`src/include/aim_regs.vh`:
```
// Register map, field layout and protocol constants of the access rule entry matcher.
//
// Overview of operation
// RL1 - Destination network mode compares frame destination IPv4 under address and mask.
// RL2 - A destination IPv4 address is held for host and network modes.
// RL3 - The destination mask is applied only in network mode.
// RL4 - Opcode class any ignores the opcode field.
// RL5 - Class ARP matches ARP opcodes only; class RARP matches RARP opcodes only.
// RL6 - Class other matches opcodes that are neither ARP nor RARP codes.
// RL7 - Request matches ARP or RARP request opcodes; any disables the check.
// RL8 - Reply matches ARP or RARP reply opcodes only.
// RL9 - Sender host mode needs sender protocol address equal to configured; any disables.
// RL10 - Sender network mode compares sender address under the sender mask.
// RL11 - The sender mask is applied only in sender network mode.
// RL12 - Target host mode needs target protocol address equal to configured; any disables.
// RL13 - Target network mode compares target address using masked bits only.
// RL14 - Sender hardware setting 1 matches ARP frames whose SHA equals source MAC.
// RL15 - Target hardware setting 0 matches RARP frames whose THA differs from source MAC.
// RL16 - Target hardware setting 1 matches RARP frames whose THA equals source MAC.
// RL17 - Length setting 1 needs HLN 0x06 and PLN 0x04; setting 0 rejects those.
// RL18 - Hardware space setting 0 rejects frames whose HRD is Ethernet 1.
// RL19 - Consistency or length setting any ignores the corresponding header field.
// RL20 - Sender hardware setting 0 matches ARP frames whose SHA differs from source MAC.
// RL21 - A hit needs every active criterion satisfied together.
// RL22 - Hardware space setting 1 matches only frames whose HRD is Ethernet 1.
// RL23 - Network compare: frame address and mask equals configured address and mask.
`ifndef AIM_REGS_VH
`define AIM_REGS_VH

// ==========================================================================
// Register byte offsets.
`define AIM_OFS_CTRL 8'h00
`define AIM_OFS_DIP_ADDR 8'h04
`define AIM_OFS_DIP_MASK 8'h08
`define AIM_OFS_SIP_ADDR 8'h0c
`define AIM_OFS_SIP_MASK 8'h10
`define AIM_OFS_TIP_ADDR 8'h14
`define AIM_OFS_TIP_MASK 8'h18
`define AIM_OFS_STATUS 8'h1c
`define AIM_OFS_HIT_CNT 8'h20
`define AIM_OFS_FRM_CNT 8'h24

// ==========================================================================
// Control register fields (low bit positions, two bits wide except the one-bit enable).
`define AIM_CTRL_DIP 0
`define AIM_CTRL_OPC 2
`define AIM_CTRL_RR 4
`define AIM_CTRL_SIP 6
`define AIM_CTRL_TIP 8
`define AIM_CTRL_SHA 10
`define AIM_CTRL_THA 12
`define AIM_CTRL_LEN 14
`define AIM_CTRL_HRD 16
`define AIM_CTRL_EN 18
`define AIM_CTRL_MASK 32'h0007ffff

// ==========================================================================
// Reset values.
`define AIM_RST_CTRL 32'h00000000
`define AIM_RST_WORD 32'h00000000

// ==========================================================================
// Criterion encodings.
`define AIM_IP_ANY 2'h0
`define AIM_IP_HOST 2'h1
`define AIM_IP_NET 2'h2
`define AIM_OPC_ANY 2'h0
`define AIM_OPC_ARP 2'h1
`define AIM_OPC_RARP 2'h2
`define AIM_OPC_OTHER 2'h3
`define AIM_RR_ANY 2'h0
`define AIM_RR_REQ 2'h1
`define AIM_RR_REP 2'h2

// ==========================================================================
// Header field values.
`define AIM_OP_ARP_REQ 16'h0001
`define AIM_OP_ARP_REP 16'h0002
`define AIM_OP_RARP_REQ 16'h0003
`define AIM_OP_RARP_REP 16'h0004
`define AIM_HLN_ETH 8'h06
`define AIM_PLN_IPV4 8'h04
`define AIM_HRD_ETH 16'h0001

`endif

```
`src/core/aim_ip_cmp.v`:
```
// IPv4 host or network compare for one address criterion.
`timescale 1ns/10ps
`include "aim_regs.vh"
module aim_ip_cmp (
   // Criterion setting.
   input wire [1:0] mode,
   input wire [31:0] cfg_addr,
   input wire [31:0] cfg_mask,
   // Frame field.
   input wire [31:0] frm_addr,
   // Result.
   output reg ok
);

   // Host compares every bit, network only the masked bits, other modes pass.
   always @* begin
      if (mode == `AIM_IP_HOST) begin
         ok = (frm_addr == cfg_addr);
      end else if (mode == `AIM_IP_NET) begin
         ok = ((frm_addr & cfg_mask) == (cfg_addr & cfg_mask)); // RL23
      end else begin
         ok = 1'b1;
      end
   end

endmodule

```
`src/core/aim_op_class.v`:
```
// Classifies an ARP or RARP opcode into class and request or reply.
`timescale 1ns/10ps
`include "aim_regs.vh"
module aim_op_class (
   // Opcode field of the frame.
   input wire [15:0] opcode,
   // Class outputs.
   output wire is_arp,
   output wire is_rarp,
   output wire is_req,
   output wire is_rep
);

   // Request and reply codes of both protocols are recognised.
   assign is_arp = (opcode == `AIM_OP_ARP_REQ) || (opcode == `AIM_OP_ARP_REP);
   assign is_rarp = (opcode == `AIM_OP_RARP_REQ) || (opcode == `AIM_OP_RARP_REP);
   assign is_req = (opcode == `AIM_OP_ARP_REQ) || (opcode == `AIM_OP_RARP_REQ);
   assign is_rep = (opcode == `AIM_OP_ARP_REP) || (opcode == `AIM_OP_RARP_REP);

endmodule

```
`src/core/aim_core.v`:
```
// Access rule entry matcher with its Avalon-MM register slave.
`timescale 1ns/10ps
`include "aim_regs.vh"
module aim_core (
   // Clock and reset.
   input wire SYS_CLK,
   input wire RESET,
   // Avalon-MM slave.
   input wire [7:0] AVS_ADDRESS,
   input wire AVS_READ,
   input wire AVS_WRITE,
   input wire [31:0] AVS_WRITEDATA,
   input wire [3:0] AVS_BYTEENABLE,
   output wire [31:0] AVS_READDATA,
   output wire AVS_WAITREQUEST,
   // Parsed frame fields from the frame parser.
   input wire FRM_VALID,
   input wire FRM_IS_ARP,
   input wire [31:0] FRM_DEST_IP,
   input wire [47:0] FRM_SOURCE_MAC,
   input wire [15:0] FRM_OPCODE,
   input wire [15:0] FRM_HRD,
   input wire [7:0] FRM_HLN,
   input wire [7:0] FRM_PLN,
   input wire [47:0] FRM_SHA,
   input wire [47:0] FRM_THA,
   input wire [31:0] FRM_SPA,
   input wire [31:0] FRM_TPA,
   // Match result.
   output wire MATCH_VALID,
   output wire MATCH_HIT
);

   // ========================================================================
   // Functions.

   // Merges write data into a word under the byte enables.
   function [31:0] be_merge;
      input [31:0] old_word;
      input [31:0] new_word;
      input [3:0] be;
      integer i;
      begin
         be_merge = old_word;
         for (i = 0; i < 4; i = i + 1) begin
            if (be[i]) begin
               be_merge[i*8 +: 8] = new_word[i*8 +: 8];
            end
         end
      end
   endfunction

   // Three-way setting: high bit clear is any, otherwise the low bit is the wanted truth.
   function tri_ok;
      input [1:0] sel;
      input cond;
      begin
         if (!sel[1]) begin
            tri_ok = 1'b1;
         end else begin
            tri_ok = (cond == sel[0]);
         end
      end
   endfunction

   // Increments a counter, but a coincident clear still counts the new event.
   function [31:0] cnt_next;
      input [31:0] cnt;
      input inc;
      input clr;
      begin
         if (clr) begin
            cnt_next = inc ? 32'h00000001 : 32'h00000000;
         end else if (inc) begin
            cnt_next = cnt + 32'h00000001;
         end else begin
            cnt_next = cnt;
         end
      end
   endfunction

   // ========================================================================
   // Configuration and status registers.
   reg [31:0] ctrl_r;
   reg [31:0] dip_addr_r;
   reg [31:0] dip_mask_r;
   reg [31:0] sip_addr_r;
   reg [31:0] sip_mask_r;
   reg [31:0] tip_addr_r;
   reg [31:0] tip_mask_r;
   reg [31:0] hit_cnt_r;
   reg [31:0] frm_cnt_r;
   reg [9:0] fail_r;
   reg last_hit_r;
   reg seen_r;

   // Bus handshake registers.
   reg wait_r;
   reg [31:0] rdata_r;
   reg [31:0] rdata_nxt;

   // Result registers.
   reg match_valid_r;
   reg match_hit_r;

   // ========================================================================
   // Control field decode.
   wire [1:0] dip_mode = ctrl_r[`AIM_CTRL_DIP +: 2];
   wire [1:0] opc_sel = ctrl_r[`AIM_CTRL_OPC +: 2];
   wire [1:0] rr_sel = ctrl_r[`AIM_CTRL_RR +: 2];
   wire [1:0] sip_mode = ctrl_r[`AIM_CTRL_SIP +: 2];
   wire [1:0] tip_mode = ctrl_r[`AIM_CTRL_TIP +: 2];
   wire [1:0] sha_sel = ctrl_r[`AIM_CTRL_SHA +: 2];
   wire [1:0] tha_sel = ctrl_r[`AIM_CTRL_THA +: 2];
   wire [1:0] len_sel = ctrl_r[`AIM_CTRL_LEN +: 2];
   wire [1:0] hrd_sel = ctrl_r[`AIM_CTRL_HRD +: 2];
   wire entry_en = ctrl_r[`AIM_CTRL_EN];

   // ========================================================================
   // Address compares and opcode classification.
   wire dip_ok;
   wire sip_ip_ok;
   wire tip_ip_ok;
   wire op_arp;
   wire op_rarp;
   wire op_req;
   wire op_rep;

   // Destination address compare, mask used in network mode only.
   aim_ip_cmp u_dip (
      .mode(dip_mode),
      .cfg_addr(dip_addr_r),
      .cfg_mask(dip_mask_r),
      .frm_addr(FRM_DEST_IP),
      .ok(dip_ok)
   ); // RL1 RL2 RL3

   // Sender protocol address compare.
   aim_ip_cmp u_sip (
      .mode(sip_mode),
      .cfg_addr(sip_addr_r),
      .cfg_mask(sip_mask_r),
      .frm_addr(FRM_SPA),
      .ok(sip_ip_ok)
   ); // RL9 RL10 RL11

   // Target protocol address compare.
   aim_ip_cmp u_tip (
      .mode(tip_mode),
      .cfg_addr(tip_addr_r),
      .cfg_mask(tip_mask_r),
      .frm_addr(FRM_TPA),
      .ok(tip_ip_ok)
   ); // RL12 RL13

   // Opcode class of the frame.
   aim_op_class u_op (
      .opcode(FRM_OPCODE),
      .is_arp(op_arp),
      .is_rarp(op_rarp),
      .is_req(op_req),
      .is_rep(op_rep)
   );

   // ========================================================================
   // Criterion evaluation.
   reg opc_ok;
   reg rr_ok;
   wire sip_active = (sip_mode == `AIM_IP_HOST) || (sip_mode == `AIM_IP_NET);
   wire tip_active = (tip_mode == `AIM_IP_HOST) || (tip_mode == `AIM_IP_NET);
   wire sip_ok = sip_active ? (FRM_IS_ARP && sip_ip_ok) : 1'b1;
   wire tip_ok = tip_active ? (FRM_IS_ARP && tip_ip_ok) : 1'b1;
   wire sha_same = (FRM_SHA == FRM_SOURCE_MAC);
   wire tha_same = (FRM_THA == FRM_SOURCE_MAC);
   wire len_std = (FRM_HLN == `AIM_HLN_ETH) && (FRM_PLN == `AIM_PLN_IPV4);
   wire hrd_eth = (FRM_HRD == `AIM_HRD_ETH);

   // Opcode class and request or reply checks; a set check needs an ARP/RARP frame.
   always @* begin
      if (opc_sel == `AIM_OPC_ANY) begin
         opc_ok = 1'b1; // RL4
      end else if (opc_sel == `AIM_OPC_ARP) begin
         opc_ok = FRM_IS_ARP && op_arp; // RL5
      end else if (opc_sel == `AIM_OPC_RARP) begin
         opc_ok = FRM_IS_ARP && op_rarp; // RL5
      end else begin
         opc_ok = FRM_IS_ARP && !op_arp && !op_rarp; // RL6
      end
      if (rr_sel == `AIM_RR_REQ) begin
         rr_ok = FRM_IS_ARP && op_req; // RL7
      end else if (rr_sel == `AIM_RR_REP) begin
         rr_ok = FRM_IS_ARP && op_rep; // RL8
      end else begin
         rr_ok = 1'b1; // RL7
      end
   end

   // Sender hardware consistency applies to ARP frames, target to RARP frames.
   wire sha_ok = !sha_sel[1] || (FRM_IS_ARP && op_arp && tri_ok(sha_sel, sha_same)); // RL14 RL20 RL19
   wire tha_ok = !tha_sel[1] || (FRM_IS_ARP && op_rarp && tri_ok(tha_sel, tha_same)); // RL15 RL16 RL19
   wire len_ok = !len_sel[1] || (FRM_IS_ARP && tri_ok(len_sel, len_std)); // RL17 RL19
   wire hrd_ok = !hrd_sel[1] || (FRM_IS_ARP && tri_ok(hrd_sel, hrd_eth)); // RL18 RL22

   // Failure flags of every criterion, bit order as in the status register.
   wire [9:0] fail_now = {~entry_en, ~hrd_ok, ~len_ok, ~tha_ok, ~sha_ok,
                          ~tip_ok, ~sip_ok, ~rr_ok, ~opc_ok, ~dip_ok};

   // The entry hits only when nothing failed.
   wire hit_now = (fail_now == 10'h000); // RL21

   // ========================================================================
   // Result pipeline: one registered result per presented frame.
   always @(posedge SYS_CLK) begin
      if (RESET) begin
         match_valid_r <= 1'b0;
         match_hit_r <= 1'b0;
         last_hit_r <= 1'b0;
         fail_r <= 10'h000;
         seen_r <= 1'b0;
      end else begin
         match_valid_r <= FRM_VALID;
         match_hit_r <= FRM_VALID && hit_now; // RL21
         if (FRM_VALID) begin
            last_hit_r <= hit_now;
            fail_r <= fail_now;
            seen_r <= 1'b1;
         end
      end
   end

   // ========================================================================
   // Avalon-MM access decode.
   wire bus_req = AVS_READ || AVS_WRITE;
   wire bus_take = bus_req && !wait_r;
   wire wr_take = AVS_WRITE && !wait_r;
   wire wr_ctrl = wr_take && (AVS_ADDRESS == `AIM_OFS_CTRL);
   wire wr_dip_a = wr_take && (AVS_ADDRESS == `AIM_OFS_DIP_ADDR);
   wire wr_dip_m = wr_take && (AVS_ADDRESS == `AIM_OFS_DIP_MASK);
   wire wr_sip_a = wr_take && (AVS_ADDRESS == `AIM_OFS_SIP_ADDR);
   wire wr_sip_m = wr_take && (AVS_ADDRESS == `AIM_OFS_SIP_MASK);
   wire wr_tip_a = wr_take && (AVS_ADDRESS == `AIM_OFS_TIP_ADDR);
   wire wr_tip_m = wr_take && (AVS_ADDRESS == `AIM_OFS_TIP_MASK);
   wire clr_hit = wr_take && (AVS_ADDRESS == `AIM_OFS_HIT_CNT);
   wire clr_frm = wr_take && (AVS_ADDRESS == `AIM_OFS_FRM_CNT);

   // Read data multiplexer; unmapped addresses read as zero.
   always @* begin
      if (AVS_ADDRESS == `AIM_OFS_CTRL) begin
         rdata_nxt = ctrl_r;
      end else if (AVS_ADDRESS == `AIM_OFS_DIP_ADDR) begin
         rdata_nxt = dip_addr_r;
      end else if (AVS_ADDRESS == `AIM_OFS_DIP_MASK) begin
         rdata_nxt = dip_mask_r;
      end else if (AVS_ADDRESS == `AIM_OFS_SIP_ADDR) begin
         rdata_nxt = sip_addr_r;
      end else if (AVS_ADDRESS == `AIM_OFS_SIP_MASK) begin
         rdata_nxt = sip_mask_r;
      end else if (AVS_ADDRESS == `AIM_OFS_TIP_ADDR) begin
         rdata_nxt = tip_addr_r;
      end else if (AVS_ADDRESS == `AIM_OFS_TIP_MASK) begin
         rdata_nxt = tip_mask_r;
      end else if (AVS_ADDRESS == `AIM_OFS_STATUS) begin
         rdata_nxt = {20'h00000, fail_r, seen_r, last_hit_r};
      end else if (AVS_ADDRESS == `AIM_OFS_HIT_CNT) begin
         rdata_nxt = hit_cnt_r;
      end else if (AVS_ADDRESS == `AIM_OFS_FRM_CNT) begin
         rdata_nxt = frm_cnt_r;
      end else begin
         rdata_nxt = 32'h00000000;
      end
   end

   // Waitrequest drops for one cycle, one cycle after a request appears.
   always @(posedge SYS_CLK) begin
      if (RESET) begin
         wait_r <= 1'b1;
         rdata_r <= 32'h00000000;
      end else begin
         if (bus_req && wait_r) begin
            wait_r <= 1'b0;
            rdata_r <= AVS_READ ? rdata_nxt : 32'h00000000;
         end else begin
            wait_r <= 1'b1;
         end
      end
   end

   // ========================================================================
   // Configuration writes, taken at the edge where waitrequest is low.
   always @(posedge SYS_CLK) begin
      if (RESET) begin
         ctrl_r <= `AIM_RST_CTRL;
         dip_addr_r <= `AIM_RST_WORD;
         dip_mask_r <= `AIM_RST_WORD;
         sip_addr_r <= `AIM_RST_WORD;
         sip_mask_r <= `AIM_RST_WORD;
         tip_addr_r <= `AIM_RST_WORD;
         tip_mask_r <= `AIM_RST_WORD;
      end else begin
         if (wr_ctrl) begin
            ctrl_r <= be_merge(ctrl_r, AVS_WRITEDATA, AVS_BYTEENABLE) & `AIM_CTRL_MASK;
         end
         if (wr_dip_a) begin
            dip_addr_r <= be_merge(dip_addr_r, AVS_WRITEDATA, AVS_BYTEENABLE); // RL2
         end
         if (wr_dip_m) begin
            dip_mask_r <= be_merge(dip_mask_r, AVS_WRITEDATA, AVS_BYTEENABLE); // RL3
         end
         if (wr_sip_a) begin
            sip_addr_r <= be_merge(sip_addr_r, AVS_WRITEDATA, AVS_BYTEENABLE);
         end
         if (wr_sip_m) begin
            sip_mask_r <= be_merge(sip_mask_r, AVS_WRITEDATA, AVS_BYTEENABLE); // RL11
         end
         if (wr_tip_a) begin
            tip_addr_r <= be_merge(tip_addr_r, AVS_WRITEDATA, AVS_BYTEENABLE);
         end
         if (wr_tip_m) begin
            tip_mask_r <= be_merge(tip_mask_r, AVS_WRITEDATA, AVS_BYTEENABLE);
         end
      end
   end

   // Hit and frame counters; a write clears them but a same-cycle event survives.
   always @(posedge SYS_CLK) begin
      if (RESET) begin
         hit_cnt_r <= 32'h00000000;
         frm_cnt_r <= 32'h00000000;
      end else begin
         hit_cnt_r <= cnt_next(hit_cnt_r, match_valid_r && match_hit_r, clr_hit);
         frm_cnt_r <= cnt_next(frm_cnt_r, match_valid_r, clr_frm);
      end
   end

   // ========================================================================
   // Outputs, all straight from flip-flops.
   assign AVS_WAITREQUEST = wait_r;
   assign AVS_READDATA = rdata_r;
   assign MATCH_VALID = match_valid_r;
   assign MATCH_HIT = match_hit_r;

endmodule

```
`config.mk`:
```
export PLATFORM = sky130hd
export DESIGN_NAME = aim_core
export DESIGN_NICKNAME = d
export VERILOG_FILES = /design/src/core/aim_ip_cmp.v /design/src/core/aim_op_class.v /design/src/core/aim_core.v
export VERILOG_INCLUDE_DIRS = /design/src /design/src/include
export SDC_FILE = /design/constraint.sdc
export NUM_CORES = 1
export LEC_CHECK = 0
export CAP_MARGIN = 20
export CORE_MARGIN = 1
export CORE_UTILIZATION = 38
export CTS_BUF_LIST = sky130_fd_sc_hd__clkbuf_16
export DETAILED_ROUTE_END_ITERATION = 6
export DONT_BUFFER_PORTS = 1
export GPL_TIMING_DRIVEN = 0
export SLEW_MARGIN = 10
export SYNTH_ARGS = -nofsm -noshare
export SYNTH_HDL_FRONTEND = slang
export SYNTH_HIERARCHICAL = 1
export SYNTH_SLANG_ARGS = --single-unit
```
`constraint.sdc`:
```
create_clock -name SYS_CLK -period 7.7 [get_ports SYS_CLK]
set_clock_uncertainty 0.05 [all_clocks]
set_input_delay 1.54 -clock SYS_CLK [delete_from_list [all_inputs] [get_ports SYS_CLK]]
set_output_delay 1.54 -clock SYS_CLK [all_outputs]
set_load 0.005 [all_outputs]
```
==> flow_metrics.tcl <==
set metrics [dict create \
    status "finished clean" \
    yosysTopAreaCell "dfxtp_1" \
    slew_headroom_pct 26.45 \
    antenna_found_initial 0 \
    drtIter0Drc 2408 \
    synth_most_common_cell "nand2_1" \
    routed_via_density 6.283 \
    wire_per_inst_um 29.74 \
    tns_ns 0 \
    cts_buffers 40 \
    ir_drop_uv 131.0 \
    initial_core_util_pct 38.81 \
    cts_resized 0 \
    ys_seq_area_share_pct 37.32 \
    whs_ns 0.4277 \
    slew_violations 0 \
    grt_pass1_vias 17050 \
    area_growth_pct 11.36 \
    wl_met3_mm 10.06 \
    combPwrFrac_pct 6.5 \
    insertedDiodeCount 0 \
    top_layer_used "met4" \
    worstSetupPathType "in -> reg" \
    ctsLongestPathBuffers 3 \
    layout.cells.non_filler 2881 \
    wl_met1_mm 33.36 \
    min_period_over_period_pct 58.00 \
    grt_usage_pct 35.69 \
    post-cts-setup-buffers 0 \
    drv_cap 0 \
    nets 2600 \
    setup_viol 0 \
    clk_pin_slew_ns 0.06 \
    ant_nets 0 \
    synthArstFlopShare_pct 0 \
    grt_overflow 0 \
    endpoint_kind "flip-flop" \
    syn-instance-count 2217 \
    dp_hpwl_mm 68.56 \
    wl_met2_mm 36.86 \
    die_h_um 215.2 \
    num_rows 77 \
    hp-class "reg -> reg" \
    syn_nets 2557 \
    rsz0062_at_grt "false" \
    sw_frac_of_total_pct 26.03 \
    ys.warnings.count 6 \
    clk-insertion-delay-late_ns 0.58 \
    power_frac_seq_pct 45.1 \
    ys_types 68 \
    fmax_mhz 223.9 \
    final_hold_viol_count 0 \
    critPathMaxStageDelay_ns 0.65 \
    p_clk_share_pct 48.5 \
    cts_tree "yes" \
    ctsHoldBuffers 0 \
    drtPass1Iterations 6 \
    postPlaceCellArea_um2 18040 \
    synth_edf_count 0 \
    placedCellCount 2810 \
    p_int_mw 2.749 \
    p_leak_nw 6.217 \
    fin_area_um2 19240 \
    grt_start_max_net_pins 12 \
    htree_levels 2 \
    ys_top_cells_by_area "dfxtp_1, xor2_1, nand2_1" \
    fillCellCount 4586 \
    finalWorstSetupSlack_ns 3.234 \
    synth_seq_cells 322 \
    root_buffer "clkbuf_16" \
    synth_ff_type "dfxtp_1" \
    worst-path-buf-inv 5 \
    p_switching_mw 0.9675 \
    critPathSlowestCell "clkbuf_1" \
    port-buffer-count 0 \
    worstPathArrival_ns 4.87 \
    synth.avg_cell_area_um2 7.792 \
    clock-sinks 322 \
    die-area_um2 46320 \
    core_area_um2 44510 \
    pre_cts_ws_ns 2.675 \
    p_per_area_nw_per_um2 193.2 \
    cp_data_required_time_ns 8.11 \
    routabilityCongestion 1.118 \
    post-route-drc-count 0 \
    route.final.wire_length_mm 85.67 \
    critPathTopFamily "buffers and inverters" \
    min_period_ns 4.466 \
    io_pins 373 \
    cp_max_fo 10 \
    tightest_slew_ns 1.093 \
    synth_common_cells "nand2_1, dfxtp_1, a21oi_1" \
    grt_first_pass_wirelength_mm 119.9 \
    critical_path.cell_chain "buf_2 -> buf_1 -> clkbuf_1 -> buf_2 -> clkbuf_1 -> a21oi_1 -> a21oi_1 -> o31ai_1" \
    via_count 18100 \
    netlist_area_um2 17270 \
    synth_top_area_share_pct 37.32 \
    start_kind "primary input" \
    drive_above_1_share_pct 4.675 \
    fp.dieW_um 215.2 \
]
-- worst min-delay path, stage by stage, from the launching register on --
cell and delay (ns):
dfxtp_1 0.31, nand2b_1 0.06, a21oi_1 0.06
-- layer usage --
| layer | vias to the layer above | global-route usage, % |
|---|---|---|
| li1 | 8026 | - |
| met1 | 8668 | 44.56 |
| met2 | 1171 | 53.31 |
| met3 | 236 | 11.86 |
| met4 | 0 | 21.04 |
| met5 | - | 0 |
-- worst paths after layout --
check / startpoint / end / slack, ns / cells after the start
worst max-delay path: AVS_ADDRESS[2] / AVS_READDATA[13] / 3.23 / 8
worst min-delay path: fail_r[1] / fail_r[1] / 0.43 / 2
worst max register to register: dip_addr_r[26] / MATCH_HIT / 4.21 / 10
worst min register to register: fail_r[1] / fail_r[1] / 0.43 / 2
-- sequential cells by signal (all words and copies together), names as in the netlist --
name	count
tip_mask_r	32
ctrl_r	19
MATCH_HIT	1
dip_addr_r	32
sip_addr_r	32
tip_addr_r	32
MATCH_VALID	1
dip_mask_r	32
fail_r	10
AVS_WAITREQUEST	1
frm_cnt_r	32
hit_cnt_r	32
seen_r	1
last_hit_r	1
AVS_READDATA	32
sip_mask_r	32
-- cells by family after synthesis --
| logic type | count (synthesis) | share of synthesized area, % |
|---|---|---|
| fa+ha+maj | 2 | 0.1448 |
| flops | 322 | 37.32 |
| compound gates | 628 | 22.03 |
| buf+inv | 129 | 2.905 |
| simple gates | 852 | 22.74 |
| xor+xnor | 237 | 12.02 |
| mux | 47 | 2.847 |
-- cell type report --
| type | instances | area [um2] | share of cell area, % |
|---|---|---|---|
| multi-input cells | 1766 | 10340 | 53.76 |
| flip-flops and latches | 322 | 6446 | 33.51 |
| clock buffers | 40 | 1001 | 5.203 |
| well taps | 592 | 740.7 | 3.850 |
| plain buffers | 112 | 437.9 | 2.276 |
| clock inverters | 31 | 200.2 | 1.041 |
| inverters | 17 | 63.81 | 0.3317 |
| repair buffers | 1 | 5.005 | 0.02602 |
-- through the flow --
step | util, % | power, mW
after detailed placement | 40.52 | 1.941
final | 43.22 | 3.717
after floorplan | - | 1.851
after global routing | 43.22 | 3.799
after global placement | 40.47 | 1.939
after CTS | 43.22 | 3.714
-- layout by cell type (no fill, tap or decap), types with 42 or more instances in the layout --
cell	count
o21ai_0	138
nor4_1	68
nor2_1	119
a21oi_1	289
nand2_1	464
clkbuf_1	95
a22oi_1	42
xor2_1	210
nand3_1	50
dfxtp_1	322
-- power by group through the flow --
stage | logic [mW] | clock network [mW] | registers (mW)
CTS | 0.231 | 1.81 | 1.67
global placement | 0.228 | 0 | 1.71
detailed placement | 0.230 | 0 | 1.71
finish | 0.240 | 1.80 | 1.67
global route | 0.247 | 1.88 | 1.67
floorplan | 0.142 | 0 | 1.71
Note: power is estimated with default switching activity, not from simulation.
